**src/rtl/timer_defs.svh**
```systemverilog
// Register offsets, field positions and timing counts of the free-running timer
`ifndef TIMER_DEFS_SVH
`define TIMER_DEFS_SVH

`define ADDR_W 4
`define DATA_W 8
`define CNT_W 16

`define OFS_FIRST_CTRL 4'h0
`define OFS_SECOND_CTRL 4'h1
`define OFS_STATUS 4'h2
`define OFS_CNT_HI 4'h3
`define OFS_CNT_LO 4'h4
`define OFS_ALT_HI 4'h5
`define OFS_ALT_LO 4'h6
`define OFS_CMP0_HI 4'h7
`define OFS_CMP0_LO 4'h8
`define OFS_CMP1_HI 4'h9
`define OFS_CMP1_LO 4'hA

// First control register fields
`define F1_LEVEL0 0
`define F1_LEVEL1 1
`define F1_FORCE0 2
`define F1_FORCE1 3
`define F1_OVF_IE 5
`define F1_CMP_IE 6

// Second control register fields
`define F2_PIN_EN0 0
`define F2_PIN_EN1 1
`define F2_CLK_LO 2
`define F2_CLK_HI 3
`define F2_EXT_EDGE 4
`define F2_ONE_PULSE 5
`define F2_PWM 6

// Status register fields
`define FS_OVF 0
`define FS_CMP0 1
`define FS_CMP1 2

`define CTRL_RESET 8'h00
`define CNT_RESET 16'h0000
`define CNT_MAX 16'hFFFF
`define CMP_RESET 16'hFFFF

// Internal prescale divisors, in CPU clock cycles per count
`define DIV_A 4'h4
`define DIV_B 4'h2
`define DIV_C 4'h8
`define DIV_W 4

`endif

```
**src/rtl/timer_pkg.sv**
```systemverilog
// Types shared by the free-running timer modules
package timer_pkg;
	typedef enum logic [1:0] {
		SRC_DIV4,
		SRC_DIV2,
		SRC_DIV8,
		SRC_EXT
	} clk_src_e;
endpackage

```
**src/rtl/ext_edge_sync.sv**
```systemverilog
// Two-flop synchroniser and edge selector for the external count clock
`timescale 1ns/10ps
module ext_edge_sync (
	// Clock and reset
	input wire logic clk,
	input wire logic rst_sync_b,
	// Pin and edge choice
	input wire logic pin_in,
	input wire logic rising_sel,
	// One-cycle pulse per selected edge
	output logic edge_pulse
);
	logic meta_q;
	logic sync_q;
	logic prev_q;
	logic [2:0] fill_q;

	always_ff @(posedge clk or negedge rst_sync_b) begin
		if (!rst_sync_b) begin
			meta_q <= 1'b0;
			sync_q <= 1'b0;
			prev_q <= 1'b0;
		end else begin
			meta_q <= pin_in;
			sync_q <= meta_q;
			prev_q <= sync_q;
		end
	end

	// Edges are ignored until the pipe holds real pin samples, whatever the pin idles at
	always_ff @(posedge clk or negedge rst_sync_b) begin
		if (!rst_sync_b) begin
			fill_q <= 3'h0;
		end else begin
			fill_q <= {fill_q[1:0], 1'b1};
		end
	end

	always_ff @(posedge clk or negedge rst_sync_b) begin
		if (!rst_sync_b) begin
			edge_pulse <= 1'b0;
		end else begin
			edge_pulse <= fill_q[2] && (rising_sel ? (sync_q & ~prev_q) : (~sync_q & prev_q));
		end
	end
endmodule

```
**src/rtl/compare_channel.sv**
```systemverilog
// One output compare channel: value, inhibit, match flag and pin
`timescale 1ns/10ps
`include "timer_defs.svh"
module compare_channel #(
	parameter int CNT_W = `CNT_W
) (
	// Clock and reset
	input wire logic clk,
	input wire logic rst_sync_b,
	// Register writes
	input wire logic [7:0] wdata,
	input wire logic hi_wr,
	input wire logic lo_wr,
	// Control
	input wire logic [CNT_W-1:0] count,
	input wire logic level,
	input wire logic pin_en,
	input wire logic force_pulse,
	input wire logic flag_clr,
	// State
	output logic [CNT_W-1:0] value_q,
	output logic flag_q,
	output logic pin_q,
	output logic pin_oe_b_q
);
	logic inhibit_q;
	logic match;

	assign match = (count == value_q) && !inhibit_q;

	always_ff @(posedge clk or negedge rst_sync_b) begin
		if (!rst_sync_b) begin
			value_q <= `CMP_RESET;
			inhibit_q <= 1'b0;
		end else if (hi_wr) begin
			value_q[CNT_W-1:8] <= wdata;
			inhibit_q <= 1'b1;
		end else if (lo_wr) begin
			value_q[7:0] <= wdata;
			inhibit_q <= 1'b0;
		end
	end

	// A match in the clearing cycle keeps the flag set
	always_ff @(posedge clk or negedge rst_sync_b) begin
		if (!rst_sync_b) begin
			flag_q <= 1'b0;
		end else if (match) begin
			flag_q <= 1'b1;
		end else if (flag_clr) begin
			flag_q <= 1'b0;
		end
	end

	// Pin only reaches the level when enabled; otherwise it is left to the port
	always_ff @(posedge clk or negedge rst_sync_b) begin
		if (!rst_sync_b) begin
			pin_q <= 1'b0;
			pin_oe_b_q <= 1'b1;
		end else begin
			pin_oe_b_q <= ~pin_en;
			if (pin_en && (match || force_pulse)) begin
				pin_q <= level;
			end
		end
	end

	chk_inhibit_blocks: assert property (@(posedge clk) disable iff (!rst_sync_b)
		inhibit_q && !flag_q && !lo_wr |=> !flag_q)
		else $error("compare flag set while compare is inhibited");
	chk_force_no_flag: assert property (@(posedge clk) disable iff (!rst_sync_b)
		force_pulse && !match && !flag_q |=> !flag_q)
		else $error("forced output set the compare flag");
	chk_pin_disabled: assert property (@(posedge clk) disable iff (!rst_sync_b)
		!pin_en && match |=> $stable(pin_q) && flag_q)
		else $error("disabled pin changed on match or flag missed");
endmodule

```
**src/rtl/free_running_timer_compare.sv**
```systemverilog
// Free-running 16-bit timer with buffered reads, overflow and two compare channels
// Notes on behaviour
// - High byte read first latches low byte
// - Latched low byte held until low read
// - Unlatched low read returns live count
// - Wrap from max to zero sets overflow
// - Interrupt needs enable and clear global mask
// - Overflow clears: status read, then low access
// - Alternate low register never clears overflow
// - Halt freezes counter; wait has no effect
// - Both clock-select bits pick external clock
// - Edge-select bit picks active pin edge
// - External edges synchronised to CPU clock
// - High compare write inhibits until low
// - Disabled pin ignores match, flag still sets
// - Flag and pin set on equality
// - Force copies level, never sets flag
// - Force ignored in one-pulse or PWM
// - No input capture; compare channels only
//
// The strobed register port and the placing of the registers were left to the implementer.
`timescale 1ns/10ps
`include "timer_defs.svh"
module free_running_timer_compare
	import timer_pkg::*;
#(
	parameter int CNT_W = `CNT_W,
	parameter int NCH = 2
) (
	// Clock and reset
	input wire logic sys_clk,
	input wire logic rst_b,
	// Register port
	input wire logic [`ADDR_W-1:0] addr,
	input wire logic [`DATA_W-1:0] wdata,
	input wire logic wr_en,
	input wire logic rd_en,
	output logic [`DATA_W-1:0] rdata_q,
	// System state
	input wire logic irq_mask,
	input wire logic halt_mode,
	// External clock pin
	input wire logic ext_clock_pin,
	// Compare pins
	output logic [NCH-1:0] compare_output_pin_q,
	output logic [NCH-1:0] compare_output_oe_b_q,
	// Interrupt request
	output logic irq_q
);
	logic rst_meta_q;
	logic rst_sync_b;
	logic [7:0] first_control_reg_q;
	logic [7:0] second_control_reg_q;
	logic [CNT_W-1:0] cnt_q;
	logic [7:0] lo_latch_q;
	logic latched_q;
	logic overflow_flag_q;
	logic ovf_armed_q;
	logic cmp_armed_q;
	logic [`DIV_W-1:0] div_q;
	logic [`DIV_W-1:0] div_lim;
	logic div_tick;
	logic ext_tick;
	logic tick;
	logic wrap;
	clk_src_e src;
	logic [NCH-1:0] lvl;
	logic [NCH-1:0] pin_en;
	logic [NCH-1:0] force_pulse;
	logic [NCH-1:0] cmp_hi_wr;
	logic [NCH-1:0] cmp_lo_wr;
	logic [NCH-1:0] cmp_flag;
	logic [NCH-1:0] cmp_flag_clr;
	logic [CNT_W-1:0] cmp_val [NCH];
	logic [NCH-1:0] cmp_pin;
	logic [NCH-1:0] cmp_oe_b;
	logic rd_hi;
	logic rd_lo_main;
	logic rd_lo_alt;
	logic acc_lo_main;
	logic rd_status;
	logic modes_block_force;
	logic irq_d;
	logic [7:0] rd_d;

	// Reset release through two flops; assertion stays asynchronous
	always_ff @(posedge sys_clk or negedge rst_b) begin
		if (!rst_b) begin
			rst_meta_q <= 1'b0;
			rst_sync_b <= 1'b0;
		end else begin
			rst_meta_q <= 1'b1;
			rst_sync_b <= rst_meta_q;
		end
	end

	assign src = clk_src_e'(second_control_reg_q[`F2_CLK_HI:`F2_CLK_LO]);
	// A level written together with a force bit is the one that reaches the pin
	always_comb begin
		lvl = first_control_reg_q[`F1_LEVEL1:`F1_LEVEL0];
		if (wr_en && addr == `OFS_FIRST_CTRL) begin
			lvl = wdata[`F1_LEVEL1:`F1_LEVEL0];
		end
	end
	assign pin_en = second_control_reg_q[`F2_PIN_EN1:`F2_PIN_EN0];
	assign modes_block_force = second_control_reg_q[`F2_ONE_PULSE]
		| second_control_reg_q[`F2_PWM];

	assign rd_hi = rd_en && (addr == `OFS_CNT_HI || addr == `OFS_ALT_HI);
	assign rd_lo_main = rd_en && (addr == `OFS_CNT_LO);
	assign rd_lo_alt = rd_en && (addr == `OFS_ALT_LO);
	assign acc_lo_main = (rd_en || wr_en) && (addr == `OFS_CNT_LO);
	assign rd_status = rd_en && (addr == `OFS_STATUS);

	// Control registers; force bits are write-one pulses and never stored
	always_ff @(posedge sys_clk or negedge rst_sync_b) begin
		if (!rst_sync_b) begin
			first_control_reg_q <= `CTRL_RESET;
		end else if (wr_en && addr == `OFS_FIRST_CTRL) begin
			first_control_reg_q <= wdata & ~8'h0C;
		end
	end

	always_ff @(posedge sys_clk or negedge rst_sync_b) begin
		if (!rst_sync_b) begin
			second_control_reg_q <= `CTRL_RESET;
		end else if (wr_en && addr == `OFS_SECOND_CTRL) begin
			second_control_reg_q <= wdata;
		end
	end

	always_comb begin
		force_pulse = '0;
		if (wr_en && addr == `OFS_FIRST_CTRL && !modes_block_force) begin
			force_pulse = wdata[`F1_FORCE1:`F1_FORCE0];
		end
	end

	// Internal prescaler: one-cycle enable every div_lim CPU cycles
	always_comb begin
		case (src)
			SRC_DIV4: div_lim = `DIV_A;
			SRC_DIV2: div_lim = `DIV_B;
			SRC_DIV8: div_lim = `DIV_C;
			default: div_lim = `DIV_A;
		endcase
	end

	always_ff @(posedge sys_clk or negedge rst_sync_b) begin
		if (!rst_sync_b) begin
			div_q <= '0;
		end else if (halt_mode || div_tick) begin
			div_q <= '0;
		end else begin
			div_q <= div_q + 4'h1;
		end
	end

	assign div_tick = (div_q == div_lim - 4'h1) && !halt_mode;

	// Pin edges are resynchronised, so the source must stay under a quarter of the rate
	ext_edge_sync u_ext_sync (
		.clk(sys_clk),
		.rst_sync_b(rst_sync_b),
		.pin_in(ext_clock_pin),
		.rising_sel(second_control_reg_q[`F2_EXT_EDGE]),
		.edge_pulse(ext_tick)
	);

	assign tick = !halt_mode && ((src == SRC_EXT) ? ext_tick : div_tick);
	assign wrap = tick && (cnt_q == `CNT_MAX);

	// Reads never stall the count; halt only holds it
	always_ff @(posedge sys_clk or negedge rst_sync_b) begin
		if (!rst_sync_b) begin
			cnt_q <= `CNT_RESET;
		end else if (tick) begin
			cnt_q <= cnt_q + 16'h0001;
		end
	end

	// Buffered two-byte read
	always_ff @(posedge sys_clk or negedge rst_sync_b) begin
		if (!rst_sync_b) begin
			lo_latch_q <= 8'h00;
			latched_q <= 1'b0;
		end else if (rd_lo_main || rd_lo_alt) begin
			latched_q <= 1'b0;
		end else if (rd_hi && !latched_q) begin
			lo_latch_q <= cnt_q[7:0];
			latched_q <= 1'b1;
		end
	end

	// Overflow flag: a wrap in the clearing cycle wins
	always_ff @(posedge sys_clk or negedge rst_sync_b) begin
		if (!rst_sync_b) begin
			overflow_flag_q <= 1'b0;
			ovf_armed_q <= 1'b0;
		end else begin
			if (wrap) begin
				overflow_flag_q <= 1'b1;
			end else if (ovf_armed_q && acc_lo_main) begin
				overflow_flag_q <= 1'b0;
			end
			if (rd_status && overflow_flag_q) begin
				ovf_armed_q <= 1'b1;
			end else if (acc_lo_main || !overflow_flag_q) begin
				ovf_armed_q <= 1'b0;
			end
		end
	end

	// Compare flags clear by a status read with a flag set, then a low compare write
	always_ff @(posedge sys_clk or negedge rst_sync_b) begin
		if (!rst_sync_b) begin
			cmp_armed_q <= 1'b0;
		end else if (rd_status && |cmp_flag) begin
			cmp_armed_q <= 1'b1;
		end else if (|cmp_lo_wr) begin
			cmp_armed_q <= 1'b0;
		end
	end

	genvar gi;
	generate
		for (gi = 0; gi < NCH; gi++) begin : g_ch
			assign cmp_hi_wr[gi] = wr_en && (addr == `OFS_CMP0_HI + 4'(2 * gi));
			assign cmp_lo_wr[gi] = wr_en && (addr == `OFS_CMP0_LO + 4'(2 * gi));
			assign cmp_flag_clr[gi] = cmp_armed_q && cmp_lo_wr[gi];
			compare_channel #(
				.CNT_W(CNT_W)
			) u_ch (
				.clk(sys_clk),
				.rst_sync_b(rst_sync_b),
				.wdata(wdata),
				.hi_wr(cmp_hi_wr[gi]),
				.lo_wr(cmp_lo_wr[gi]),
				.count(cnt_q),
				.level(lvl[gi]),
				.pin_en(pin_en[gi]),
				.force_pulse(force_pulse[gi]),
				.flag_clr(cmp_flag_clr[gi]),
				.value_q(cmp_val[gi]),
				.flag_q(cmp_flag[gi]),
				.pin_q(cmp_pin[gi]),
				.pin_oe_b_q(cmp_oe_b[gi])
			);
		end
	endgenerate

	always_ff @(posedge sys_clk or negedge rst_sync_b) begin
		if (!rst_sync_b) begin
			compare_output_pin_q <= '0;
			compare_output_oe_b_q <= '1;
		end else begin
			compare_output_pin_q <= cmp_pin;
			compare_output_oe_b_q <= cmp_oe_b;
		end
	end

	// Pending requests simply wait in the flags until the mask opens
	assign irq_d = !irq_mask && ((overflow_flag_q && first_control_reg_q[`F1_OVF_IE])
		|| (|cmp_flag && first_control_reg_q[`F1_CMP_IE]));

	always_ff @(posedge sys_clk or negedge rst_sync_b) begin
		if (!rst_sync_b) begin
			irq_q <= 1'b0;
		end else begin
			irq_q <= irq_d;
		end
	end

	// Read mux; unmapped offsets read zero
	always_comb begin
		rd_d = 8'h00;
		case (addr)
			`OFS_FIRST_CTRL: rd_d = first_control_reg_q;
			`OFS_SECOND_CTRL: rd_d = second_control_reg_q;
			`OFS_STATUS: rd_d = {5'h00, cmp_flag[1], cmp_flag[0], overflow_flag_q};
			`OFS_CNT_HI, `OFS_ALT_HI: rd_d = cnt_q[15:8];
			`OFS_CNT_LO, `OFS_ALT_LO: rd_d = latched_q ? lo_latch_q : cnt_q[7:0];
			`OFS_CMP0_HI: rd_d = cmp_val[0][15:8];
			`OFS_CMP0_LO: rd_d = cmp_val[0][7:0];
			`OFS_CMP1_HI: rd_d = cmp_val[1][15:8];
			`OFS_CMP1_LO: rd_d = cmp_val[1][7:0];
			default: rd_d = 8'h00;
		endcase
	end

	always_ff @(posedge sys_clk or negedge rst_sync_b) begin
		if (!rst_sync_b) begin
			rdata_q <= 8'h00;
		end else if (rd_en) begin
			rdata_q <= rd_d;
		end else begin
			rdata_q <= 8'h00;
		end
	end

	chk_latch_hold: assert property (@(posedge sys_clk) disable iff (!rst_sync_b)
		latched_q && rd_hi |=> latched_q && $stable(lo_latch_q))
		else $error("latched low byte changed before low read");
	chk_latch_take: assert property (@(posedge sys_clk) disable iff (!rst_sync_b)
		rd_hi && !latched_q |=> lo_latch_q == $past(cnt_q[7:0]))
		else $error("high read did not latch the low byte");
	chk_live_low: assert property (@(posedge sys_clk) disable iff (!rst_sync_b)
		(rd_lo_main || rd_lo_alt) && !latched_q |=> rdata_q == $past(cnt_q[7:0]))
		else $error("unlatched low read did not return live count");
	chk_ovf_set: assert property (@(posedge sys_clk) disable iff (!rst_sync_b)
		tick && cnt_q == 16'hFFFF |=> overflow_flag_q && cnt_q == 16'h0000)
		else $error("wrap did not set overflow");
	chk_ovf_alt_keep: assert property (@(posedge sys_clk) disable iff (!rst_sync_b)
		overflow_flag_q && !acc_lo_main ##1 !acc_lo_main |-> overflow_flag_q)
		else $error("overflow cleared without main low access");
	chk_ovf_clear: assert property (@(posedge sys_clk) disable iff (!rst_sync_b)
		rd_status && overflow_flag_q ##1 acc_lo_main && !wrap |=> !overflow_flag_q)
		else $error("two-step sequence failed to clear overflow");
	chk_irq_gate: assert property (@(posedge sys_clk) disable iff (!rst_sync_b)
		overflow_flag_q && first_control_reg_q[5] && !irq_mask |=> irq_q)
		else $error("pending overflow not requested");
	chk_irq_masked: assert property (@(posedge sys_clk) disable iff (!rst_sync_b)
		irq_mask |=> !irq_q)
		else $error("request issued while masked");
	chk_halt_freeze: assert property (@(posedge sys_clk) disable iff (!rst_sync_b)
		halt_mode [*3] |=> $stable(cnt_q))
		else $error("counter moved in halt");
	chk_ext_count: assert property (@(posedge sys_clk) disable iff (!rst_sync_b)
		src == SRC_EXT && ext_tick && !halt_mode |=> cnt_q == $past(cnt_q) + 16'h0001)
		else $error("external edge did not advance counter");
	chk_force_block: assert property (@(posedge sys_clk) disable iff (!rst_sync_b)
		modes_block_force |-> force_pulse == '0)
		else $error("force honoured in pulse or pwm mode");
	chk_force_level: assert property (@(posedge sys_clk) disable iff (!rst_sync_b)
		force_pulse[0] && pin_en[0] |-> ##2 compare_output_pin_q[0] == $past(lvl[0], 2))
		else $error("forced pin did not take the level bit");
	chk_alt_no_clear: assert property (@(posedge sys_clk) disable iff (!rst_sync_b)
		rd_lo_alt && overflow_flag_q |=> overflow_flag_q)
		else $error("alternate low read cleared overflow");

	cov_ovf_irq: cover property (@(posedge sys_clk) disable iff (!rst_sync_b)
		wrap ##[1:3] irq_q);
	cov_ext_tick: cover property (@(posedge sys_clk) disable iff (!rst_sync_b)
		src == SRC_EXT && ext_tick);
	cov_cmp_match: cover property (@(posedge sys_clk) disable iff (!rst_sync_b)
		$rose(cmp_flag[0]));
	cov_two_byte: cover property (@(posedge sys_clk) disable iff (!rst_sync_b)
		rd_hi ##1 rd_lo_main);
endmodule

```
**config.mk**
```make
export PLATFORM = sky130hd
export DESIGN_NAME = free_running_timer_compare
export DESIGN_NICKNAME = d
export VERILOG_FILES = /design/src/rtl/timer_pkg.sv /design/src/rtl/ext_edge_sync.sv /design/src/rtl/compare_channel.sv /design/src/rtl/free_running_timer_compare.sv
export VERILOG_INCLUDE_DIRS = /design/src /design/src/rtl
export SDC_FILE = /design/constraint.sdc
export NUM_CORES = 1
export LEC_CHECK = 0
export BUFFER_PORTS_ARGS = -buffer_cell sky130_fd_sc_hd__buf_2
export CORE_MARGIN = 2
export CORE_UTILIZATION = 55
export CTS_CLUSTER_DIAMETER = 100
export CTS_CLUSTER_SIZE = 25
export DETAILED_ROUTE_END_ITERATION = 7
export GPL_ROUTABILITY_DRIVEN = 0
export GPL_TIMING_DRIVEN = 1
export HOLD_SLACK_MARGIN = 0.1
export PLACE_DENSITY = 0.8
export SYNTH_ARGS = -nofsm -noshare
export SYNTH_HDL_FRONTEND = slang
export SYNTH_SLANG_ARGS = --single-unit
```
**constraint.sdc**
```tcl
create_clock -name sys_clk -period 3.1 [get_ports sys_clk]
set_input_delay 0.155 -clock sys_clk [delete_from_list [all_inputs] [get_ports sys_clk]]
set_output_delay 0.155 -clock sys_clk [all_outputs]
set_load 0.02 [all_outputs]
```
# Word-level counts from Yosys, hierarchy flattened
# Index checks and enable logic that the tools add are counted.
[totals]
reg_bits = 108
latchBits = 0
ramBits = 0
rom_bits = 0
in_bits = 19
out_inout_bits = 13
word_cells = 147
n_memories = 0
[classes]
add_sub_neg = 3
multipliers = 0
div_mod_pow = 0
n_lt_le_gt_ge = 0
n_eq_ne = 17
shifts = 0
n_mux = 25
n_bitwise = 10
n_reduce_logical = 60
[ops]
columns = ["op", "count"]
rows = [
  ["one-hot mux 8 bit (9 select lines)", 1],
  ["== test 16 bit", 2],
  ["logical AND 1 bit", 29],
  ["2-to-1 mux 1 bit", 18],
  ["adder 16 x 1 -> 16 bit (second input constant)", 1],
  ["== test 16 bit (second input constant)", 1],
  ["== test 4 x 3 -> 1 bit (second input constant)", 4],
  ["2-to-1 mux 8 bit", 2],
  ["nonzero test 2 bit", 8],
  ["== test 4 bit (second input constant)", 3],
  ["== test 4 x 2 -> 1 bit (second input constant)", 2],
  ["logical OR 1 bit", 8],
  ["one-hot mux 4 bit (2 select lines)", 1],
  ["OR reduction 2 bit", 4],
  ["logical NOT 1 bit", 7],
  ["inverter 1 bit", 7],
  ["AND reduction 2 bit", 3],
  ["adder 4 x 1 -> 4 bit (second input constant)", 1],
  ["== test 2 bit (second input constant)", 2],
  ["== test 4 x 1 -> 1 bit (second input constant)", 1],
  ["== test 4 bit", 1],
  ["logical NOT 4 bit", 1],
  ["2-to-1 mux 2 bit", 2],
  ["2-to-1 mux 4 bit", 1],
  ["other kinds (4)", 5],
]

# Depth between registers and ports, before layout
[logic_depth]
word_depth = 9
mapped_depth = 7

# Hierarchy
# From an unflattened synthesis, not the netlist that was laid out.
[hier_totals]
hier_cells = 446
area_unflattened_um2 = 5510.3
[modules_own_cells]
columns = ["mod", "n_inst", "cells_each", "area_per_inst_um2", "seq_area_each_um2"]
rows = [
  ["free_running_timer_compare", 1, 287, 3350.7, 1529.0],
  ["compare_channel", 2, 74, 978.4, 521.8],
  ["ext_edge_sync", 1, 11, 202.7, 175.2],
]

# Worst setup path before layout
# No wires, ideal clock.
[synth_timing]
path_kind = "reg-to-reg"
from = "register g_ch[1].u_ch.value_q[3]"
to = "register g_ch[1].u_ch.pin_q"
arrival_time_ns = 1.652
required_ns = 2.972
setup_slack_ns = 1.321
stages_incl_launch_ff = 6
synth_period_minus_slack_ns = 1.779
path_cell_list = "dfstp_2 > xnor2_1 > nand4_1 > or3_1 > o31ai_1 > mux2_1"
[synth_via]
elab_chain_len = 4
[synth_rtl]
columns = ["element", "line_no", "source"]
rows = [
  ["start, declared", "compare_channel.sv:21", "output logic [CNT_W-1:0] value_q,"],
  ["start signal, assigned", "compare_channel.sv:33", "value_q <= `CMP_RESET;"],
  ["start signal, assigned by index", "compare_channel.sv:36", "value_q[CNT_W-1:8] <= wdata;"],
  ["start signal, assigned", "compare_channel.sv:39", "value_q[7:0] <= wdata;"],
  ["== test 16 bit", "compare_channel.sv:29", "assign match = (count == value_q) && !inhibit_q;"],
  ["logical AND 1 bit", "compare_channel.sv:29", ""],
  ["logical OR 1 bit", "compare_channel.sv:62", "if (pin_en && (match || force_pulse)) begin"],
  ["logical AND 1 bit", "compare_channel.sv:62", ""],
  ["end signal, assigned", "compare_channel.sv:63", "pin_q <= level;"],
  ["end, declared", "compare_channel.sv:23", "output logic pin_q,"],
]
# Every way passes these cells.
# A chain may end at the register's enable or synchronous reset.

# Final worst setup path
[layout_timing]
from = "register second_control_reg_q[2]"
to = "register overflow_flag_q"
[layout_via]
elab_chain_len = 9
[layout_rtl]
columns = ["element", "line_no", "source"]
rows = [
  ["start, declared", "free_running_timer_compare.sv:53", "logic [7:0] second_control_reg_q;"],
  ["start signal, assigned", "free_running_timer_compare.sv:126", "second_control_reg_q <= `CTRL_RESET;"],
  ["start signal, assigned", "free_running_timer_compare.sv:128", "second_control_reg_q <= wdata;"],
  ["== test 2 bit or == test 2 x 1 -> 1 bit (tied branches)", "free_running_timer_compare.sv:141", "case (src)"],
  ["one-hot mux 4 bit (2 select lines)", "free_running_timer_compare.sv:141", ""],
  ["subtractor 4 x 1 -> 4 bit", "free_running_timer_compare.sv:159", "assign div_tick = (div_q == div_lim - 4'h1) && !halt_mode;"],
  ["== test 4 bit", "free_running_timer_compare.sv:159", ""],
  ["logical AND 1 bit", "free_running_timer_compare.sv:159", ""],
  ["2-to-1 mux 1 bit *", "free_running_timer_compare.sv:170", "assign tick = !halt_mode && ((src == SRC_EXT) ? ext_tick : div_tick);"],
  ["logical AND 1 bit *", "free_running_timer_compare.sv:170", ""],
  ["logical AND 1 bit *", "free_running_timer_compare.sv:171", "assign wrap = tick && (cnt_q == `CNT_MAX);"],
  ["2-to-1 mux 1 bit or nonzero test 2 bit (tied branches)", "n/a", ""],
  ["end signal, assigned", "free_running_timer_compare.sv:198", "overflow_flag_q <= 1'b0;"],
  ["end signal, assigned", "free_running_timer_compare.sv:202", "overflow_flag_q <= 1'b1;"],
  ["end signal, assigned", "free_running_timer_compare.sv:204", "overflow_flag_q <= 1'b0;"],
  ["end, declared", "free_running_timer_compare.sv:57", "logic overflow_flag_q;"],
]
# Mark *: on every way between the ends. The rest lies on a longest branch, timed or not.

==> results.md <==
* Yosys warns at 0
* Largest net degree at the start of global routing at 74
* Nets at 505
* Slew HR at between 30% and 40%
* Root Driver: clkbuf_8
* Hold Fails Final Rpt at 0
* Maximum VDD drop at 0.359 mV
* Global-route wire length before repair at between 20,000 and 25,000 um
* R2r startpoint: second_control_reg_q[2]
* Cell Area, Synth at 5350 um^2
* Hold Path Class: in -> reg
* WL/cell at between 20 and 25 um
* Worst setup SP type: flip-flop
* Worst-margin pin slew at 0.990 ns
* Yosys reg bits at 108
* Peak Freq at 463 MHz
* Initial Util at 57.3%
* Post-cts hold buffer count at 12
* GRT overflow at 0
* # IOs at 32
* MaxCap Viol Count at 0
* RSZ-0062 raised after global routing: false
* Setup TNS at 0 ns
* Ant diodes at 0
* Max Buffers Root-to-Sink at 2
* Finished Core Util at between 60% and 70%
* Die width at 103 um
* Hold Startpoint: wdata[3]
* Commonest cells after routing, fill and taps aside: dfrtp_1, mux2_2, xor2_1
* Total clock sinks at 108
* Power per cell area at 606 nW/um^2
* TritonRoute pass-1 iters at 8
* Die Ht at 103 um
* Drt total wl at 12,600 um
* Leakage power total at around 0.0026 uW
* WHS at 0.100 ns
* DIE AREA at about 11,000 um^2
* Pwr Total at approximately 3500 uW
* Vias/cell at 6.10
* Predominant post-synthesis flop cell: dfrtp_1
* Register area share after synthesis at roughly half
* Layout cells sized above 1 at 29.7%
* P_sw at 1140 uW
* Switching Fraction at 32.4%
* Post-DP HPWL at 9020 um
* Final Skew at 0.0128 ns
* Cells after Synth at roughly 460
* Critical Path Fanout Max at 11
* CTS tree: yes
* EDFF count, synth at 0
* Commonest non-fill, non-tap cell in the layout: dfrtp_1
* Clock slew seen by the registers of the worst setup and hold paths at ~0.12 ns
* Unique cell type count in the Yosys netlist at 57
* Int Power at 2390 uW
* CP Data Required Time at 3.39 ns
* Resized Gates After CTS at 0
* CTS Buf Count at 9
* Vias in the first global route at 3,661
* Number of setup buffers added after CTS at 0
* Remaining DRCs at 0
* Final worst slack at approximately 0.94 ns
* Crit path time final at approximately 2.2 ns
* Final setup fails at 0
* Initial antenna violation count at 0
* Worst skew pair latency at 0.40 ns
* Final worst-path cycle share at 69.7%
* Pre-CTS setup slack at 0.967 ns
* Number of I/O port buffers at 31
* Clk pwr share at 24.2%
* Critical path type: reg -> reg
* CP endpoint kind: flip-flop
* Drt first-iter violations at 454
* Seq pwr share at a little under three fifths
* Worst hold path depth at 2
* H-tree depth at 3
* Outcome: complete, no violations
* Area Growth Syn to Fin at 9.10%
* FF-to-FF path depth at 5
* Mean post-synth cell area at 11.7 um^2
* Worst EP arrival at 2.45 ns
* Num rows at 35
* Synth async-reset ratio at 100%
* Gr usage total at 25.9%
* Core area at 9330 um^2
* Final ANT Viol Nets at 0
* Logic pwr share at a little under a fifth
* Final slew viol count at 0
* Crit. Startpoint: second_control_reg_q[2]
* Vias at approximately 3.8k
[stage by stage]
step                      instance area [um^2]  instances
after global routing                      5830        618
after floorplan                           5350        460
final                                     5830        618
after global placement                    5510        590
after CTS                                 5830        618
after detailed placement                  5510        590
[layer usage]
| layer | part of all wire, % | GRT usage [%] | routed length (um) |
|---|---|---|---|
| met3 | 8.3 | 6.51 | 1040 |
| met2 | 46 | 38.8 | 5790 |
| met5 | 0 | 0 | 0 |
| met1 | 42 | 36.6 | 5330 |
| met4 | 3.5 | 9.95 | 444 |
[synthesized netlist by cell type, drive strengths merged, types with 10 or more instances]
| library cell | number | share of area (%) |
|---|---|---|
| mux2 | 62 | 13 |
| o21ai | 16 | 1.5 |
| a21oi | 19 | 1.8 |
| nor2 | 27 | 2.5 |
| buf | 23 | 2.8 |
| dfrtp | 72 | 34 |
| mux2i | 10 | 1.9 |
| xor2 | 38 | 6.2 |
| nand3 | 18 | 1.9 |
| nand2 | 22 | 1.5 |
| nor3 | 11 | 1.0 |
| xnor2 | 14 | 2.3 |
| dfstp | 36 | 18 |
[layout make-up]
| class | instances | area, um^2 |
|---|---|---|
| Fill cell | 737 | 3490 |
| Sequential cell | 108 | 2750 |
| Multi-Input combinational cell | 314 | 2400 |
| Timing Repair Buffer | 44 | 295 |
| Tap cell | 129 | 161 |
| Clock buffer | 9 | 124 |
| Clock inverter | 7 | 78.8 |
| Inverter | 7 | 26.3 |
[sequential cells by signal (all words and copies together) (netlist names), 3 cells and up]
name                  flops
cnt_q                    16
div_q                     4
g_ch.u_ch.value_q        32
first_control_reg_q       6
second_control_reg_q      8
rdata_q                   8
u_ext_sync.fill_q         3
lo_latch_q                8
[worst max-delay path, stage by stage (launching register included)]
cell	delay, ns
dfrtp_1	0.57
nand3b_1	0.16
a21boi_1	0.08
o21ai_1	0.78
nor2_1	0.15
a32o_1	0.30
[power by group through the flow]
stage | registers, uW | clock network, uW | logic, uW
floorplan | 1920 | 0 | 529
global placement | 2030 | 0 | 608
detailed placement | 2040 | 0 | 630
CTS | 2020 | 868 | 646
global route | 2060 | 919 | 715
finish | 2030 | 856 | 651
[logic make-up after synthesis]
kind of cell,synth area share (%)
adders and majority gates,0.468
DFF,51.4
other,0.0701
AOI/OAI and AO/OA,8.49
buffers and inverters,3.86
muxes,14.9
xor gates and xnor gates,8.52
and+or+nand+nor,12.3
[worst paths after layout]
path	endpoint	slack [ns]
max reg2reg	overflow_flag_q	0.94
min in group asynchronous	g_ch[1].u_ch.inhibit_q	0.48
min	g_ch[0].u_ch.value_q[11]	0.10
max in group asynchronous	g_ch[0].u_ch.value_q[12]	1.86
max	overflow_flag_q	0.94
min reg2reg	u_ext_sync.sync_q	0.36
Note: power is estimated with default switching activity, not from simulation.
